## src/shared/egp_pkg.sv

```systemverilog
package egp_pkg;

	// ==========================================================
	// Clock and time
	localparam int unsigned EGP_CLK_HZ         = 32'h017D_7840;	// 25 MHz
	localparam int unsigned EGP_SEC_S          = 32'h0000_0001;
	localparam int unsigned EGP_CYCLES_PER_SEC = EGP_SEC_S * EGP_CLK_HZ;
	localparam logic [23:0] EGP_TIME_MIN_S     = 24'h00_0001;
	// 99 d 23 h 59 min 59 s
	localparam logic [23:0] EGP_TIME_MAX_S     = 24'(99 * 86400 + 23 * 3600 + 59 * 60 + 59);

	// ==========================================================
	// Error-count periods
	localparam logic [9:0]  EGP_ERR_P10   = 10'h00A;
	localparam logic [9:0]  EGP_ERR_P100  = 10'h064;
	localparam logic [9:0]  EGP_ERR_P1000 = 10'h3E8;

	// ==========================================================
	// Pattern orders, stores, packing, sizes
	localparam logic [4:0]  EGP_ORD7      = 5'h07;
	localparam logic [4:0]  EGP_ORD10     = 5'h0A;
	localparam logic [4:0]  EGP_ORD15     = 5'h0F;
	localparam logic [4:0]  EGP_ORD23     = 5'h17;
	localparam logic [4:0]  EGP_ORD31     = 5'h1F;
	localparam logic [4:0]  EGP_STORE_MAX = 5'h0C;
	localparam logic [23:0] EGP_PACK1     = 24'h00_0001;
	localparam logic [23:0] EGP_PACK8     = 24'h00_0008;
	localparam int          EGP_PAT_BITS  = 32'h0000_0100;
	localparam logic [8:0]  EGP_HALF_BITS = 9'h080;
	localparam logic [8:0]  EGP_FULL_BITS = 9'h100;
	localparam int          EGP_BUF_WIDTH = 32'h0000_0008;
	localparam int          EGP_BUF_DEPTH = 32'h0000_0002;

	// ==========================================================
	// Reset values
	localparam logic [9:0]  EGP_RST_ERR_PERIOD = EGP_ERR_P10;
	localparam logic [23:0] EGP_RST_TIME_S     = EGP_TIME_MIN_S;
	localparam logic [8:0]  EGP_RST_LEN        = EGP_HALF_BITS;
	localparam logic [7:0]  EGP_RST_DENSITY    = 8'h80;
	localparam logic [4:0]  EGP_RST_ORDER      = EGP_ORD7;

	// ==========================================================
	// Types
	typedef enum logic [3:0] {
		EGP_CMD_GATE_ERR   = 4'h0,
		EGP_CMD_GATE_TIME  = 4'h1,
		EGP_CMD_GATE_STATE = 4'h2,
		EGP_CMD_PACKING    = 4'h3,
		EGP_CMD_DENSITY    = 4'h4,
		EGP_CMD_SELECT_ED  = 4'h5,
		EGP_CMD_SELECT_PG  = 4'h6,
		EGP_CMD_TRACK      = 4'h7,
		EGP_CMD_MODE       = 4'h8,
		EGP_CMD_LENGTH     = 4'h9,
		EGP_CMD_WRITE_FULL = 4'hA,
		EGP_CMD_WRITE_PART = 4'hB,
		EGP_CMD_READ_PART  = 4'hC
	} egp_cmd_type;

	typedef enum logic [2:0] {
		EGP_KIND_PRBS     = 3'h0,
		EGP_KIND_ALT_PRBS = 3'h1,
		EGP_KIND_ZSUB     = 3'h2,
		EGP_KIND_MDEN     = 3'h3,
		EGP_KIND_USER     = 3'h4
	} egp_kind_type;

	typedef enum logic [1:0] {
		EGP_ENG_IDLE  = 2'h0,
		EGP_ENG_WRITE = 2'h1,
		EGP_ENG_READ  = 2'h2
	} egp_eng_type;

endpackage

```

## src/verilog/egp_buffer.sv

```systemverilog
`timescale 1ns/10ps
module egp_buffer #(
	parameter int WIDTH = egp_pkg::EGP_BUF_WIDTH,
	parameter int DEPTH = egp_pkg::EGP_BUF_DEPTH
) (
	input  wire logic             sys_clk,
	input  wire logic             rst_n,
	input  wire logic             in_valid,
	input  wire logic [WIDTH-1:0] in_data,
	output logic                  in_ready,
	output logic                  out_valid,
	output logic      [WIDTH-1:0] out_data,
	input  wire logic             out_ready
);
	localparam int AW = (DEPTH > 1) ? $clog2(DEPTH) : 1;

	logic [WIDTH-1:0] mem_reg [DEPTH];
	logic [AW-1:0]    wr_idx;
	logic [AW:0]      cnt_reg;
	logic [AW:0]      cnt_next;
	logic             push;
	logic             pop;

	assign push     = in_valid && in_ready;
	assign pop      = out_valid && out_ready;
	// Head kept in entry 0, so the output is a plain flop
	assign out_data = mem_reg[0];
	assign wr_idx   = AW'(cnt_reg - (AW + 1)'(pop));
	assign cnt_next = cnt_reg + (AW + 1)'(push) - (AW + 1)'(pop);

	// ==========================================================
	// Storage and pointers
	always_ff @(posedge sys_clk) begin
		if (pop) begin
			for (int i = 0; i < DEPTH - 1; i++) begin
				mem_reg[i] <= mem_reg[i + 1];
			end
		end
		if (push) begin
			mem_reg[wr_idx] <= in_data;
		end
	end

	always_ff @(posedge sys_clk) begin
		if (!rst_n) begin
			cnt_reg   <= '0;
			in_ready  <= 1'b0;
			out_valid <= 1'b0;
		end else begin
			cnt_reg   <= cnt_next;
			in_ready  <= cnt_next != (AW + 1)'(DEPTH);
			out_valid <= cnt_next != '0;
		end
	end

endmodule // egp_buffer

```

## src/verilog/egp_gate_pattern.sv

```systemverilog
`timescale 1ns/10ps
// Function
// Error-count period is 10, 100 or 1000
// Time period from 1 s to 99d23h59m59s
// Error period used only in error manner
// Period write invalidates past results; a period end (hit) in the same cycle still sets results_valid
// Gate state starts/stops accumulation, readable
// Controller settles frequency, syncs before gate on
// Single-mode gate runs while commands accepted
// Packing 1 or 8 bits; 1-bit bytes 0/1
// 8-bit packing: first byte MSB is bit 0
// Mark density held and readable
// Orders 7..31 for PRBS; 7..23 others
// Zero substitution selection is refused
// Store 0 current, 1 to 12 disk
// User selection reads back type only
// Coupled generator select also sets detector
// Tracking couples detector to generator, readable
// Half B only in alternate mode
// Download length always counts bytes
// Full write sets length to bits written
// Partial write/read covers start and count
// Whole or alternate mode, readable
// User pattern length writable and readable
// Partial start counts first bit as zero
// Alternate entry: 128 bits/half, cleared, trigger
// Alternate length applies to each half
// Out-of-range settings refused, value kept
module egp_gate_pattern #(
	parameter int unsigned CYCLES_PER_SEC = egp_pkg::EGP_CYCLES_PER_SEC
) (
	input  wire logic                     sys_clk,
	input  wire logic                     rst_n,
	input  wire logic                     cmd_valid,
	input  egp_pkg::egp_cmd_type          cmd_op,
	input  wire logic [23:0]              cmd_arg,
	input  wire logic                     cmd_half_b,
	input  wire logic [7:0]               cmd_start,
	input  wire logic [8:0]               cmd_count,
	input  wire logic [15:0]              cmd_bytes,
	output logic                          cmd_ack,
	output logic                          cmd_err,
	input  wire logic                     gate_by_errors,
	input  wire logic                     gate_single,
	input  wire logic                     bit_error,
	output logic                          gate_on,
	output logic                          results_valid,
	output logic                          period_done,
	output logic [9:0]                    gate_err_period,
	output logic [23:0]                   gate_time_period,
	output logic                          pack8,
	output logic [7:0]                    mark_density,
	output egp_pkg::egp_kind_type         sel_kind,
	output logic [4:0]                    sel_order,
	output logic [3:0]                    user_store,
	output logic                          track_on,
	output logic                          alt_mode,
	output logic [8:0]                    pat_length,
	output logic                          trigger_changeover,
	input  wire logic                     dl_valid,
	input  wire logic [7:0]               dl_byte,
	output logic                          dl_ready,
	output logic                          dl_bad,
	output logic                          rd_valid,
	output logic [7:0]                    rd_byte,
	input  wire logic                     rd_ready
);
	logic                          cmd_ok;
	logic                          gate_cmd;
	logic                          period_wr;
	logic                          hit;
	logic                          tick_end;
	logic [9:0]                    err_cnt_reg;
	logic [23:0]                   sec_cnt_reg;
	logic [24:0]                   tick_cnt_reg;
	egp_pkg::egp_kind_type         arg_kind;
	logic [4:0]                    arg_n;
	logic [8:0]                    half_base;
	egp_pkg::egp_eng_type          eng_reg;
	logic [egp_pkg::EGP_PAT_BITS-1:0] pat_reg;
	logic [8:0]                    pos_reg;
	logic [8:0]                    remain_reg;
	logic [8:0]                    base_reg;
	logic [15:0]                   bytes_left_reg;
	logic [7:0]                    byte_reg;
	logic [2:0]                    bit_idx_reg;
	logic                          holding_reg;
	logic                          full_reg;
	logic [7:0]                    bit_addr;
	logic                          unit_bit;
	logic                          unit_good;
	logic                          unit_last;
	logic [8:0]                    pos_after;
	logic [7:0]                    rd_acc_reg;
	logic [3:0]                    rd_n_reg;
	logic                          push_reg;
	logic                          buf_in_ready;
	logic                          rd_bit;
	logic                          rd_last;
	logic [7:0]                    rd_done;

	// ==========================================================
	// Helpers
	function automatic logic order_ok(input egp_pkg::egp_kind_type k, input logic [4:0] n);
		logic base_set;
		base_set = (n == egp_pkg::EGP_ORD7) || (n == egp_pkg::EGP_ORD10) ||
			(n == egp_pkg::EGP_ORD15) || (n == egp_pkg::EGP_ORD23);
		case (k)
			egp_pkg::EGP_KIND_PRBS: return base_set || (n == egp_pkg::EGP_ORD31);
			egp_pkg::EGP_KIND_ALT_PRBS, egp_pkg::EGP_KIND_MDEN: return base_set;
			egp_pkg::EGP_KIND_USER: return n <= egp_pkg::EGP_STORE_MAX;
			default: return 1'b0;
		endcase
	endfunction

	function automatic logic [8:0] cap_of(input logic alt);
		return alt ? egp_pkg::EGP_HALF_BITS : egp_pkg::EGP_FULL_BITS;
	endfunction

	function automatic logic fit_ok(input logic [7:0] s, input logic [8:0] c, input logic alt);
		return (c != 9'h000) && (({2'b00, s} + {1'b0, c}) <= {1'b0, cap_of(alt)});
	endfunction

	// ==========================================================
	// Command decode
	assign arg_kind  = egp_pkg::egp_kind_type'(cmd_arg[10:8]);
	assign arg_n     = cmd_arg[4:0];
	assign half_base = (alt_mode && cmd_half_b) ? egp_pkg::EGP_HALF_BITS : 9'h000;
	assign gate_cmd  = cmd_valid && cmd_ok && (cmd_op == egp_pkg::EGP_CMD_GATE_STATE);
	assign period_wr = cmd_valid && cmd_ok &&
		(cmd_op == egp_pkg::EGP_CMD_GATE_ERR || cmd_op == egp_pkg::EGP_CMD_GATE_TIME);

	always_comb begin
		cmd_ok = 1'b0;
		case (cmd_op)
			egp_pkg::EGP_CMD_GATE_ERR: cmd_ok = (cmd_arg[23:10] == 14'h0000) &&
				(cmd_arg[9:0] == egp_pkg::EGP_ERR_P10 || cmd_arg[9:0] == egp_pkg::EGP_ERR_P100 ||
				cmd_arg[9:0] == egp_pkg::EGP_ERR_P1000);
			egp_pkg::EGP_CMD_GATE_TIME: cmd_ok = cmd_arg >= egp_pkg::EGP_TIME_MIN_S &&
				cmd_arg <= egp_pkg::EGP_TIME_MAX_S;
			egp_pkg::EGP_CMD_GATE_STATE, egp_pkg::EGP_CMD_DENSITY,
			egp_pkg::EGP_CMD_TRACK: cmd_ok = 1'b1;
			egp_pkg::EGP_CMD_PACKING: cmd_ok = (eng_reg == egp_pkg::EGP_ENG_IDLE) &&
				(cmd_arg == egp_pkg::EGP_PACK1 || cmd_arg == egp_pkg::EGP_PACK8);
			egp_pkg::EGP_CMD_SELECT_ED,
			egp_pkg::EGP_CMD_SELECT_PG: cmd_ok = order_ok(arg_kind, arg_n);
			egp_pkg::EGP_CMD_MODE: cmd_ok = eng_reg == egp_pkg::EGP_ENG_IDLE;
			egp_pkg::EGP_CMD_LENGTH: cmd_ok = (eng_reg == egp_pkg::EGP_ENG_IDLE) &&
				cmd_arg >= 24'h00_0001 && cmd_arg <= {15'h0000, cap_of(alt_mode)};
			egp_pkg::EGP_CMD_WRITE_FULL: cmd_ok = (eng_reg == egp_pkg::EGP_ENG_IDLE) &&
				(!cmd_half_b || alt_mode);
			egp_pkg::EGP_CMD_WRITE_PART,
			egp_pkg::EGP_CMD_READ_PART: cmd_ok = (eng_reg == egp_pkg::EGP_ENG_IDLE) &&
				(!cmd_half_b || alt_mode) && fit_ok(cmd_start, cmd_count, alt_mode);
			default: cmd_ok = 1'b0;
		endcase
	end

	always_ff @(posedge sys_clk) begin
		if (!rst_n) begin
			cmd_ack <= 1'b0;
			cmd_err <= 1'b0;
		end else begin
			cmd_ack <= cmd_valid && cmd_ok;
			cmd_err <= cmd_valid && !cmd_ok;
		end
	end

	// ==========================================================
	// Configuration
	always_ff @(posedge sys_clk) begin
		if (!rst_n) begin
			gate_err_period  <= egp_pkg::EGP_RST_ERR_PERIOD;
			gate_time_period <= egp_pkg::EGP_RST_TIME_S;
		end else if (cmd_valid && cmd_ok && cmd_op == egp_pkg::EGP_CMD_GATE_ERR) begin
			gate_err_period <= cmd_arg[9:0];
		end else if (cmd_valid && cmd_ok && cmd_op == egp_pkg::EGP_CMD_GATE_TIME) begin
			gate_time_period <= cmd_arg;
		end
	end

	always_ff @(posedge sys_clk) begin
		if (!rst_n) begin
			sel_kind     <= egp_pkg::EGP_KIND_PRBS;
			sel_order    <= egp_pkg::EGP_RST_ORDER;
			user_store   <= 4'h0;
			track_on     <= 1'b0;
			pack8        <= 1'b1;
			mark_density <= egp_pkg::EGP_RST_DENSITY;
		end else if (cmd_valid && cmd_ok) begin
			case (cmd_op)
				egp_pkg::EGP_CMD_SELECT_ED, egp_pkg::EGP_CMD_SELECT_PG: begin
					if (cmd_op == egp_pkg::EGP_CMD_SELECT_ED || track_on) begin
						sel_kind  <= arg_kind;
						sel_order <= (arg_kind == egp_pkg::EGP_KIND_USER) ? 5'h00 : arg_n;
						if (arg_kind == egp_pkg::EGP_KIND_USER) begin
							user_store <= arg_n[3:0];
						end
					end
				end
				egp_pkg::EGP_CMD_TRACK: track_on <= cmd_arg[0];
				egp_pkg::EGP_CMD_PACKING: pack8 <= cmd_arg == egp_pkg::EGP_PACK8;
				egp_pkg::EGP_CMD_DENSITY: mark_density <= cmd_arg[7:0];
				default: ;
			endcase
		end
	end

	// ==========================================================
	// Accumulation gate
	assign tick_end = tick_cnt_reg == 25'(CYCLES_PER_SEC - 1);
	assign hit = gate_on && !gate_cmd && (gate_by_errors ?
		(bit_error && (err_cnt_reg + 10'h001) == gate_err_period) :
		(tick_end && (sec_cnt_reg + 24'h00_0001) == gate_time_period));

	always_ff @(posedge sys_clk) begin
		if (!rst_n) begin
			gate_on       <= 1'b0;
			results_valid <= 1'b0;
			period_done   <= 1'b0;
			err_cnt_reg   <= '0;
			sec_cnt_reg   <= '0;
			tick_cnt_reg  <= '0;
		end else begin
			period_done <= hit;
			if (gate_cmd || hit) begin
				err_cnt_reg  <= '0;
				sec_cnt_reg  <= '0;
				tick_cnt_reg <= '0;
			end else if (gate_on) begin
				if (gate_by_errors && bit_error) begin
					err_cnt_reg <= err_cnt_reg + 10'h001;
				end
				tick_cnt_reg <= tick_end ? 25'h000_0000 : tick_cnt_reg + 25'h000_0001;
				if (tick_end) begin
					sec_cnt_reg <= sec_cnt_reg + 24'h00_0001;
				end
			end
			if (gate_cmd) begin
				gate_on <= cmd_arg[0];
			end else if (hit && gate_single) begin
				gate_on <= 1'b0;
			end
			if (period_wr) begin
				results_valid <= 1'b0;
			end
			if (hit) begin
				results_valid <= 1'b1;
			end
		end
	end

	// ==========================================================
	// Pattern store engine
	assign bit_addr  = 8'(base_reg + pos_reg);
	assign unit_bit  = pack8 ? byte_reg[3'd7 - bit_idx_reg] : byte_reg[0];
	assign unit_good = pack8 || (byte_reg[7:1] == 7'h00);
	assign unit_last = !pack8 || (bit_idx_reg == 3'd7);
	assign pos_after = (remain_reg != 9'h000) ? pos_reg + 9'h001 : pos_reg;
	assign rd_bit    = pat_reg[bit_addr];
	assign rd_last   = !pack8 || rd_n_reg == 4'h7 || remain_reg == 9'h001;
	assign rd_done   = pack8 ? 8'({rd_acc_reg[6:0], rd_bit} << (3'd7 - rd_n_reg[2:0])) :
		{7'h00, rd_bit};

	always_ff @(posedge sys_clk) begin
		if (!rst_n) begin
			eng_reg            <= egp_pkg::EGP_ENG_IDLE;
			pat_reg            <= '0;
			pat_length         <= egp_pkg::EGP_RST_LEN;
			alt_mode           <= 1'b0;
			trigger_changeover <= 1'b0;
			pos_reg            <= '0;
			remain_reg         <= '0;
			base_reg           <= '0;
			bytes_left_reg     <= '0;
			byte_reg           <= '0;
			bit_idx_reg        <= '0;
			holding_reg        <= 1'b0;
			full_reg           <= 1'b0;
			dl_ready           <= 1'b0;
			dl_bad             <= 1'b0;
			rd_acc_reg         <= '0;
			rd_n_reg           <= '0;
			push_reg           <= 1'b0;
		end else begin
			dl_bad <= 1'b0;
			unique case (eng_reg)
				egp_pkg::EGP_ENG_IDLE: begin
					if (cmd_valid && cmd_ok) begin
						case (cmd_op)
							egp_pkg::EGP_CMD_MODE: begin
								alt_mode           <= cmd_arg[0];
								trigger_changeover <= cmd_arg[0];
								if (cmd_arg[0]) begin
									pat_length <= egp_pkg::EGP_HALF_BITS;
									pat_reg    <= '0;
								end
							end
							egp_pkg::EGP_CMD_LENGTH: pat_length <= cmd_arg[8:0];
							egp_pkg::EGP_CMD_WRITE_FULL, egp_pkg::EGP_CMD_WRITE_PART: begin
								full_reg       <= cmd_op == egp_pkg::EGP_CMD_WRITE_FULL;
								eng_reg        <= (cmd_bytes != 16'h0000) ?
									egp_pkg::EGP_ENG_WRITE : egp_pkg::EGP_ENG_IDLE;
								pos_reg        <= (cmd_op == egp_pkg::EGP_CMD_WRITE_FULL) ?
									9'h000 : {1'b0, cmd_start};
								remain_reg     <= (cmd_op == egp_pkg::EGP_CMD_WRITE_FULL) ?
									cap_of(alt_mode) : cmd_count;
								base_reg       <= half_base;
								bytes_left_reg <= cmd_bytes;
								dl_ready       <= cmd_bytes != 16'h0000;
							end
							egp_pkg::EGP_CMD_READ_PART: begin
								eng_reg    <= egp_pkg::EGP_ENG_READ;
								pos_reg    <= {1'b0, cmd_start};
								remain_reg <= cmd_count;
								base_reg   <= half_base;
								rd_n_reg   <= 4'h0;
							end
							default: ;
						endcase
					end
				end
				egp_pkg::EGP_ENG_WRITE: begin
					if (holding_reg) begin
						if (remain_reg != 9'h000) begin
							if (unit_good) begin
								pat_reg[bit_addr] <= unit_bit;
							end
							pos_reg    <= pos_reg + 9'h001;
							remain_reg <= remain_reg - 9'h001;
						end
						dl_bad      <= !unit_good;
						bit_idx_reg <= bit_idx_reg + 3'd1;
						if (unit_last) begin
							holding_reg <= 1'b0;
							bit_idx_reg <= 3'd0;
							if (bytes_left_reg == 16'h0000) begin
								eng_reg <= egp_pkg::EGP_ENG_IDLE;
								if (full_reg && pos_after != 9'h000) begin
									pat_length <= pos_after;
								end
							end else begin
								dl_ready <= 1'b1;
							end
						end
					end else if (dl_valid && dl_ready) begin
						byte_reg       <= dl_byte;
						holding_reg    <= 1'b1;
						dl_ready       <= 1'b0;
						bytes_left_reg <= bytes_left_reg - 16'h0001;
					end
				end
				egp_pkg::EGP_ENG_READ: begin
					if (push_reg) begin
						if (buf_in_ready) begin
							push_reg <= 1'b0;
							rd_n_reg <= 4'h0;
							if (remain_reg == 9'h000) begin
								eng_reg <= egp_pkg::EGP_ENG_IDLE;
							end
						end
					end else begin
						rd_acc_reg <= rd_last ? rd_done : {rd_acc_reg[6:0], rd_bit};
						pos_reg    <= pos_reg + 9'h001;
						remain_reg <= remain_reg - 9'h001;
						rd_n_reg   <= rd_n_reg + 4'h1;
						push_reg   <= rd_last;
					end
				end
				default: eng_reg <= egp_pkg::EGP_ENG_IDLE;
			endcase
		end
	end

	egp_buffer #(
		.WIDTH (egp_pkg::EGP_BUF_WIDTH),
		.DEPTH (egp_pkg::EGP_BUF_DEPTH)
	) u_rd_buffer (
		.sys_clk   (sys_clk),
		.rst_n     (rst_n),
		.in_valid  (push_reg),
		.in_data   (rd_acc_reg),
		.in_ready  (buf_in_ready),
		.out_valid (rd_valid),
		.out_data  (rd_byte),
		.out_ready (rd_ready)
	);
endmodule // egp_gate_pattern
```

## config.mk

```make
export PLATFORM = sky130hd
export DESIGN_NAME = egp_gate_pattern
export DESIGN_NICKNAME = d
export VERILOG_FILES = /design/src/shared/egp_pkg.sv /design/src/verilog/egp_buffer.sv /design/src/verilog/egp_gate_pattern.sv
export SDC_FILE = /design/constraint.sdc
export NUM_CORES = 1
export LEC_CHECK = 0
export ABC_AREA = 1
export BUFFER_PORTS_ARGS = -buffer_cell sky130_fd_sc_hd__buf_2
export CELL_PAD_IN_SITES_DETAIL_PLACEMENT = 1
export CELL_PAD_IN_SITES_GLOBAL_PLACEMENT = 1
export CORE_UTILIZATION = 45
export DETAILED_ROUTE_END_ITERATION = 10
export PLACE_DENSITY_LB_ADDON = 0.2
export SYNTH_ARGS = -nofsm -noshare
export SYNTH_HDL_FRONTEND = slang
export SYNTH_SLANG_ARGS = --single-unit
```

## constraint.sdc

```tcl
create_clock -name sys_clk -period 5.8 [get_ports sys_clk]
set_input_delay 1.16 -clock sys_clk [delete_from_list [all_inputs] [get_ports sys_clk]]
set_output_delay 1.16 -clock sys_clk [all_outputs]
set_load 0.1 [all_outputs]
```

# Word-level counts from Yosys, hierarchy flattened
# Memory sizes are Yosys's and may differ from the RTL's.
# Index checks and enable logic that the tools add are counted.
# totals
ram_bits,16
regBits,462
wordCells,303
out_inout_bits,83
in_bits,78
memories,1
# mem_list
memory,depth,width,rd,rd_ports_with_merged_regs,write_ports,line_no,rtl
u_rd_buffer.mem_reg,2,8,2,0,2,egp_buffer.sv:17,logic [WIDTH-1:0] mem_reg [DEPTH];
# op_classes
reduce_logical,93
muxes,87
eq_ne,58
shift,1
order_cmp,8
bitwise_logic,4
n_addsub,15
# ops
operator,count
2-to-1 mux 256 bit,6
one-hot mux 256 bit (2 select lines),1
bitwise mux 256 bit,1
2-to-1 mux 9 bit,16
one-hot mux 9 bit (2 select lines),4
2-to-1 mux 16 bit,4
one-hot mux 9 bit (3 select lines),2
2-to-1 mux 8 bit,4
one-hot mux 16 bit (2 select lines),1
nonzero test 9 bit,3
logical AND 1 bit,26
!= test 2 bit (second input constant),13
adder 25 x 1 -> 25 bit (second input constant),1
== test 25 bit (second input constant),1
2-to-1 mux 1 bit,25
2-to-1 mux 25 bit,1
adder 24 x 1 -> 24 bit (second input constant),1
== test 24 x 1 -> 1 bit (second input constant),1
== test 24 bit,1
== test 24 x 4 -> 1 bit (second input constant),1
greater-or-equal comparator 24 x 1 -> 1 bit (second input constant),1
<= comparator 24 bit (second input constant),1
<= comparator 24 x 9 -> 1 bit,1
== test 4 x 3 -> 1 bit (second input constant),5
other kinds (73),145

# Longest topological paths before layout
# depth
word_depth,15
ltp_mapped,32
mapped_depth_nobuf,31

# Cells and area by module
# From an unflattened synthesis, not the netlist that was laid out.
# hier_totals
hier_cells,4809
hier_area_um2,29950.0
# modules_own_cells
module,cells_per_inst,n_inst,area_each_um2,seq_area_each_um2
egp_gate_pattern,4731,1,29112.9,9028.7
egp_buffer,78,1,837.1,560.5

# Worst setup path before layout
# OpenSTA, ideal clock, no wires.
# synth_timing
path_kind,input to register
from,input cmd_start[0]
to,register gate_time_period[16]
required_time_ns,5.678
stages,32
arrival_ns,4.139
setup_slack_ns,1.540
setup_time_ns,0.122
path_buffers,2
cell_sequence,ha_1 > fa_1 > nand2_1 > nand2_1 > nand3_1 > nand2_1 > nand2_1 > nand2_1 > a21oi_1 > xnor2_1 > ha_1 > nand2_1 > inv_1 > nand2_1 > nor2_1 > nand3_1 > nor2_1 > nand3_1 > nand2_1 > nand2_1 > nand2_1 > nand2_1 > nand2_1 > nand2_1 > nand2_2 > nand2_4 > inv_2 > nand2_1 > buf_2 > buf_4 > o21ai_0 > a21oi_1
# synth_via
elab_chain_len,9
word_cells_on_any_way,10
classes_between,add/sub (1); order compare (1); mux (1); bitwise (1); reduce/logical (6)
# synth_rtl
item,line_no,rtl
"start, declared",egp_gate_pattern.sv:38,"input wire logic [7:0] cmd_start,"
adder 8 x 9 -> 10 bit *,egp_gate_pattern.sv:121,"return (c != 9'h000) && (({2'b00, s} + {1'b0, c}) <= {1'b0, cap_of(alt)});"
<= comparator 10 x 9 -> 1 bit *,egp_gate_pattern.sv:121,
logical AND 1 bit *,egp_gate_pattern.sv:121,
logical AND 1 bit *,egp_gate_pattern.sv:154,"(!cmd_half_b || alt_mode) && fit_ok(cmd_start, cmd_count, alt_mode);"
one-hot mux 1 bit (9 select lines) *,egp_gate_pattern.sv:135,case (cmd_op)
logical AND 1 bit *,"egp_gate_pattern.sv:175, egp_gate_pattern.sv:177",
logical AND 1 bit,egp_gate_pattern.sv:175,end else if (cmd_valid && cmd_ok && cmd_op == egp_pkg::EGP_CMD_GATE_ERR) begin
inverter 1 bit (no source line),--,
AND reduction 2 bit (no source line) *,--,
"end signal, assigned",egp_gate_pattern.sv:174,gate_time_period <= egp_pkg::EGP_RST_TIME_S;
"end signal, assigned",egp_gate_pattern.sv:178,gate_time_period <= cmd_arg;
"end, declared",egp_gate_pattern.sv:50,"output logic [23:0] gate_time_period,"
# Mark *: on every way between the ends. The rest lies on a longest branch, timed or not.
# A chain may end at the register's enable or synchronous reset.

# Worst setup path after layout
# layout_timing
from,input cmd_start[0]
to,register bytes_left_reg[15]
# layout_via
elab_chain_len,8
# layout_rtl
item,line_no,rtl
adder 8 x 9 -> 10 bit,egp_gate_pattern.sv:121,
<= comparator 10 x 9 -> 1 bit,egp_gate_pattern.sv:121,
logical AND 1 bit,egp_gate_pattern.sv:121,
logical AND 1 bit,egp_gate_pattern.sv:154,
one-hot mux 1 bit (9 select lines),egp_gate_pattern.sv:135,
logical AND 1 bit,egp_gate_pattern.sv:289,if (cmd_valid && cmd_ok) begin
!= test 2 x 1 -> 1 bit (no source line),--,
AND reduction 5 bit (no source line),--,
"end signal, assigned",egp_gate_pattern.sv:309,bytes_left_reg <= cmd_bytes;
"end signal, assigned",egp_gate_pattern.sv:350,bytes_left_reg <= bytes_left_reg - 16'h0001;
"end, declared",egp_gate_pattern.sv:84,logic [15:0] bytes_left_reg;
# No other way between the ends.

==> qor.csv <==
stage,metric,value,unit
routing,drc,0,
routing,vias,33200,
floorplanning,initial_core_util,45.8,%
synth,yosysTopAreaCell,dfxtp_1,
critical_path,start_kind,primary input,
global_route,grtUsageTotal,32.2,%
finish,final_common_cell,nand2_1,
floorplanning,die_area,0.0672,sq mm
global_route,antenna_found_initial,3,
finish,multi_input_area,0.0173,sq mm
power_and_ir_drop,peakVddDrop,0.000217,V
timing,max_freq,208,MHz
global_route,grt_max_degree,244,
synth,synthesis.nets,4891,
timing,period_minus_slack,4.80,ns
clock_tree,clkTransAtPathRegs,0.06,ns
global_route,grt_overflow,0,
critical_path,arrival,5.35,ns
clock_tree,clockBufferDepth,3,
critical_path,crit_top_cell,nand2_1,
clock_tree,cts.sinks,471,
timing,maxSlewViolCount,0,
placement,dp.cells,5459,
hold_path,holdCritPathClass,flip-flop to flip-flop,
power_and_ir_drop,power_density,307,mW/mm^2
finish,register_area,0.00959,sq mm
floorplanning,die_x,259,um
placement,place_hpwl,69300,um
synth,ys_ff_latch,471,
synth,synthesis.area,0.0298,sq mm
critical_path,ff2ff_path_depth,7,
clock_tree,htreeDepth,2,
synth,synth_flop_cell,dfxtp_1,
clock_tree,cts-root-buf,clkbuf_16,
finish,fillers,8966,
timing,hold_viol,0,
critical_path,worstSetupEndpointType,flip-flop,
routing,wire_per_inst,19.9,um
timing,finalSetupViolations,0,
routing,drt_pass1_iterations,5,
timing,clock_skew,0.0143,ns
floorplanning,rows,93,
power_and_ir_drop,p_leak,11.2,nW
routing,drt-initial-drc-count,2663,
global_route,grt_first_pass_wirelength,178000,um
floorplanning,die_y,259,um
timing,relSlewSlack,11.0,%
critical_path,criticalPathCategory,primary input to flip-flop,
synth,yosysWarnings,0,
synth,avgSynthCellArea,6.23,sq um
floorplanning,pin_count,161,
critical_path,path_max_fanout,44,
placement,portBuffers,160,
clock_tree,cts_hold_buf,0,
synth,synth_cell_type_count,62,
synth,synthArstFlopShare,0,%
hold_path,min_path_cells,2,
critical_path,critPathSlowestCell,fa_1,
synth,syn_inst,4780,
global_route,grt_pass1_vias,32600,
finish,synthToLayoutAreaGrowth,8.36,%
clock_tree,cts_buffers,56,
routing,wl,110000,um
clock_tree,post-cts-setup-buffer-count,0,
floorplanning,core_area,0.0649,sq mm
routing,drtAntennaViolNets,0,
job,drv_cap,0,
synth,synth_seq_area_share,32.2,%
critical_path,crit_path_max_incr_delay,0.43,ns
synth,synth_top_area_share,30.6,%
synth,synth_edf_count,16,
finish,fin_cells,5565,
timing,tightest_slew,1.34,ns
placement,gp_congestion,0.935,
timing,rsz0062_at_grt,no,
finish,final_cell_mix,"nand2_1 (986), nor2_1 (715), o21ai_0 (524), dfxtp_1 (453)",
clock_tree,post_cts_resized,0,
synth,synthTopCellsByArea,"dfxtp_1 (31%), nand2_1 (12%), nor2_1 (9.0%)",
routing,via_per_inst,5.96,
finish,fin_nets,4773,
critical_path,cp.required,6.35,ns
finish,largest_register_ffs,256,
status,status,finished clean,
timing,fin_setup_tns,0,ns
finish,layout-drive-gt1-share,7.90,%
clock_tree,cts_tree,yes,
clock_tree,worstSkewPairLatency,0.62,ns
timing,fin_crit_sh,82.8,%
-- worst paths after layout --
check,startpoint,to,slack (ns)
setup / recovery,cmd_start[0],bytes_left_reg[15],1.0
hold / removal,pat_reg[173],pat_reg[173],0.46
setup reg to reg,eng_reg[1],pat_reg[160],1.83
hold reg to reg,pat_reg[173],pat_reg[173],0.46
-- area by class of cell --
class                      instances  area share [%]
sequential                       471            29.7
clock inverter                    20           0.559
inverter                         285            3.36
tap                              855            3.32
multi-input combinational       3639            53.7
clock buffer                      83            5.10
antenna                            3          0.0233
timing repair buffer             209            4.20
-- stage by stage --
step	hold WS [ns]	util (%)	area [sq um]	worst slack [ns]	total power [mW]
floorplan	0.425	-	29800	1.54	5.60
global placement	0.439	46.9	30400	0.536	6.26
detailed placement	0.448	46.9	30400	0.388	6.30
CTS	0.457	49.7	32200	1.02	9.90
global route	0.469	49.7	32300	0.587	10.3
finish	0.456	49.7	32300	1.00	9.90
-- cells in the mapped netlist (all sizes together), types with 2 or more instances --
cell type	count
ha	32
o21bai	7
nor4	12
xnor2	8
o311ai	2
nand3b	8
buf	120
clkinv	25
a31oi	10
xor2	45
nor2	741
o31ai	3
nor3	93
o21ai	534
nand4	315
or2	15
edfxtp	16
nand3	386
nor3b	2
o22ai	18
dfxtp	455
and3	3
inv	260
a211oi	3
o221ai	2
clkbuf	265
o211ai	12
a21o	3
nor2b	2
nand2	993
a21oi	380
-- worst max-delay path, delay by kind of cell --
family | cells | cell delay [ns]
AND/OR/NAND/NOR | 25 | 2.47
adder cells (fa/ha/maj) | 3 | 0.95
buffers and inverters | 3 | 0.49
AO/OA/AOI/OAI | 1 | 0.15
XOR/XNOR | 1 | 0.09
-- metal layers --
layer	wire (um)	GRT usage, %	vias up
met5	0	0	-
met4	3920	12.8	0
met3	5140	3.31	209
met2	52800	54.7	822
met1	48700	41.7	16300
li1	-	-	15800
-- power breakdown --
group          total (mW)  switching (mW)  internal, mW
registers            3.39          0.0720          3.32
clock network        3.60            1.52          2.08
logic                2.91            2.25         0.663
-- kinds of logic (layout without fill, tap and decap cells) --
group	Yosys count	in the layout	synth area share, %
mux	1	1	0.0336
other cells	0	3	0
simple gates	2572	2572	38.1
fa+ha+maj	33	33	1.41
compound gates	980	980	17.0
xor+xnor	53	53	1.56
flops	471	471	32.2
buf+inv	670	597	9.68
Power figures use the tool's default switching activity.
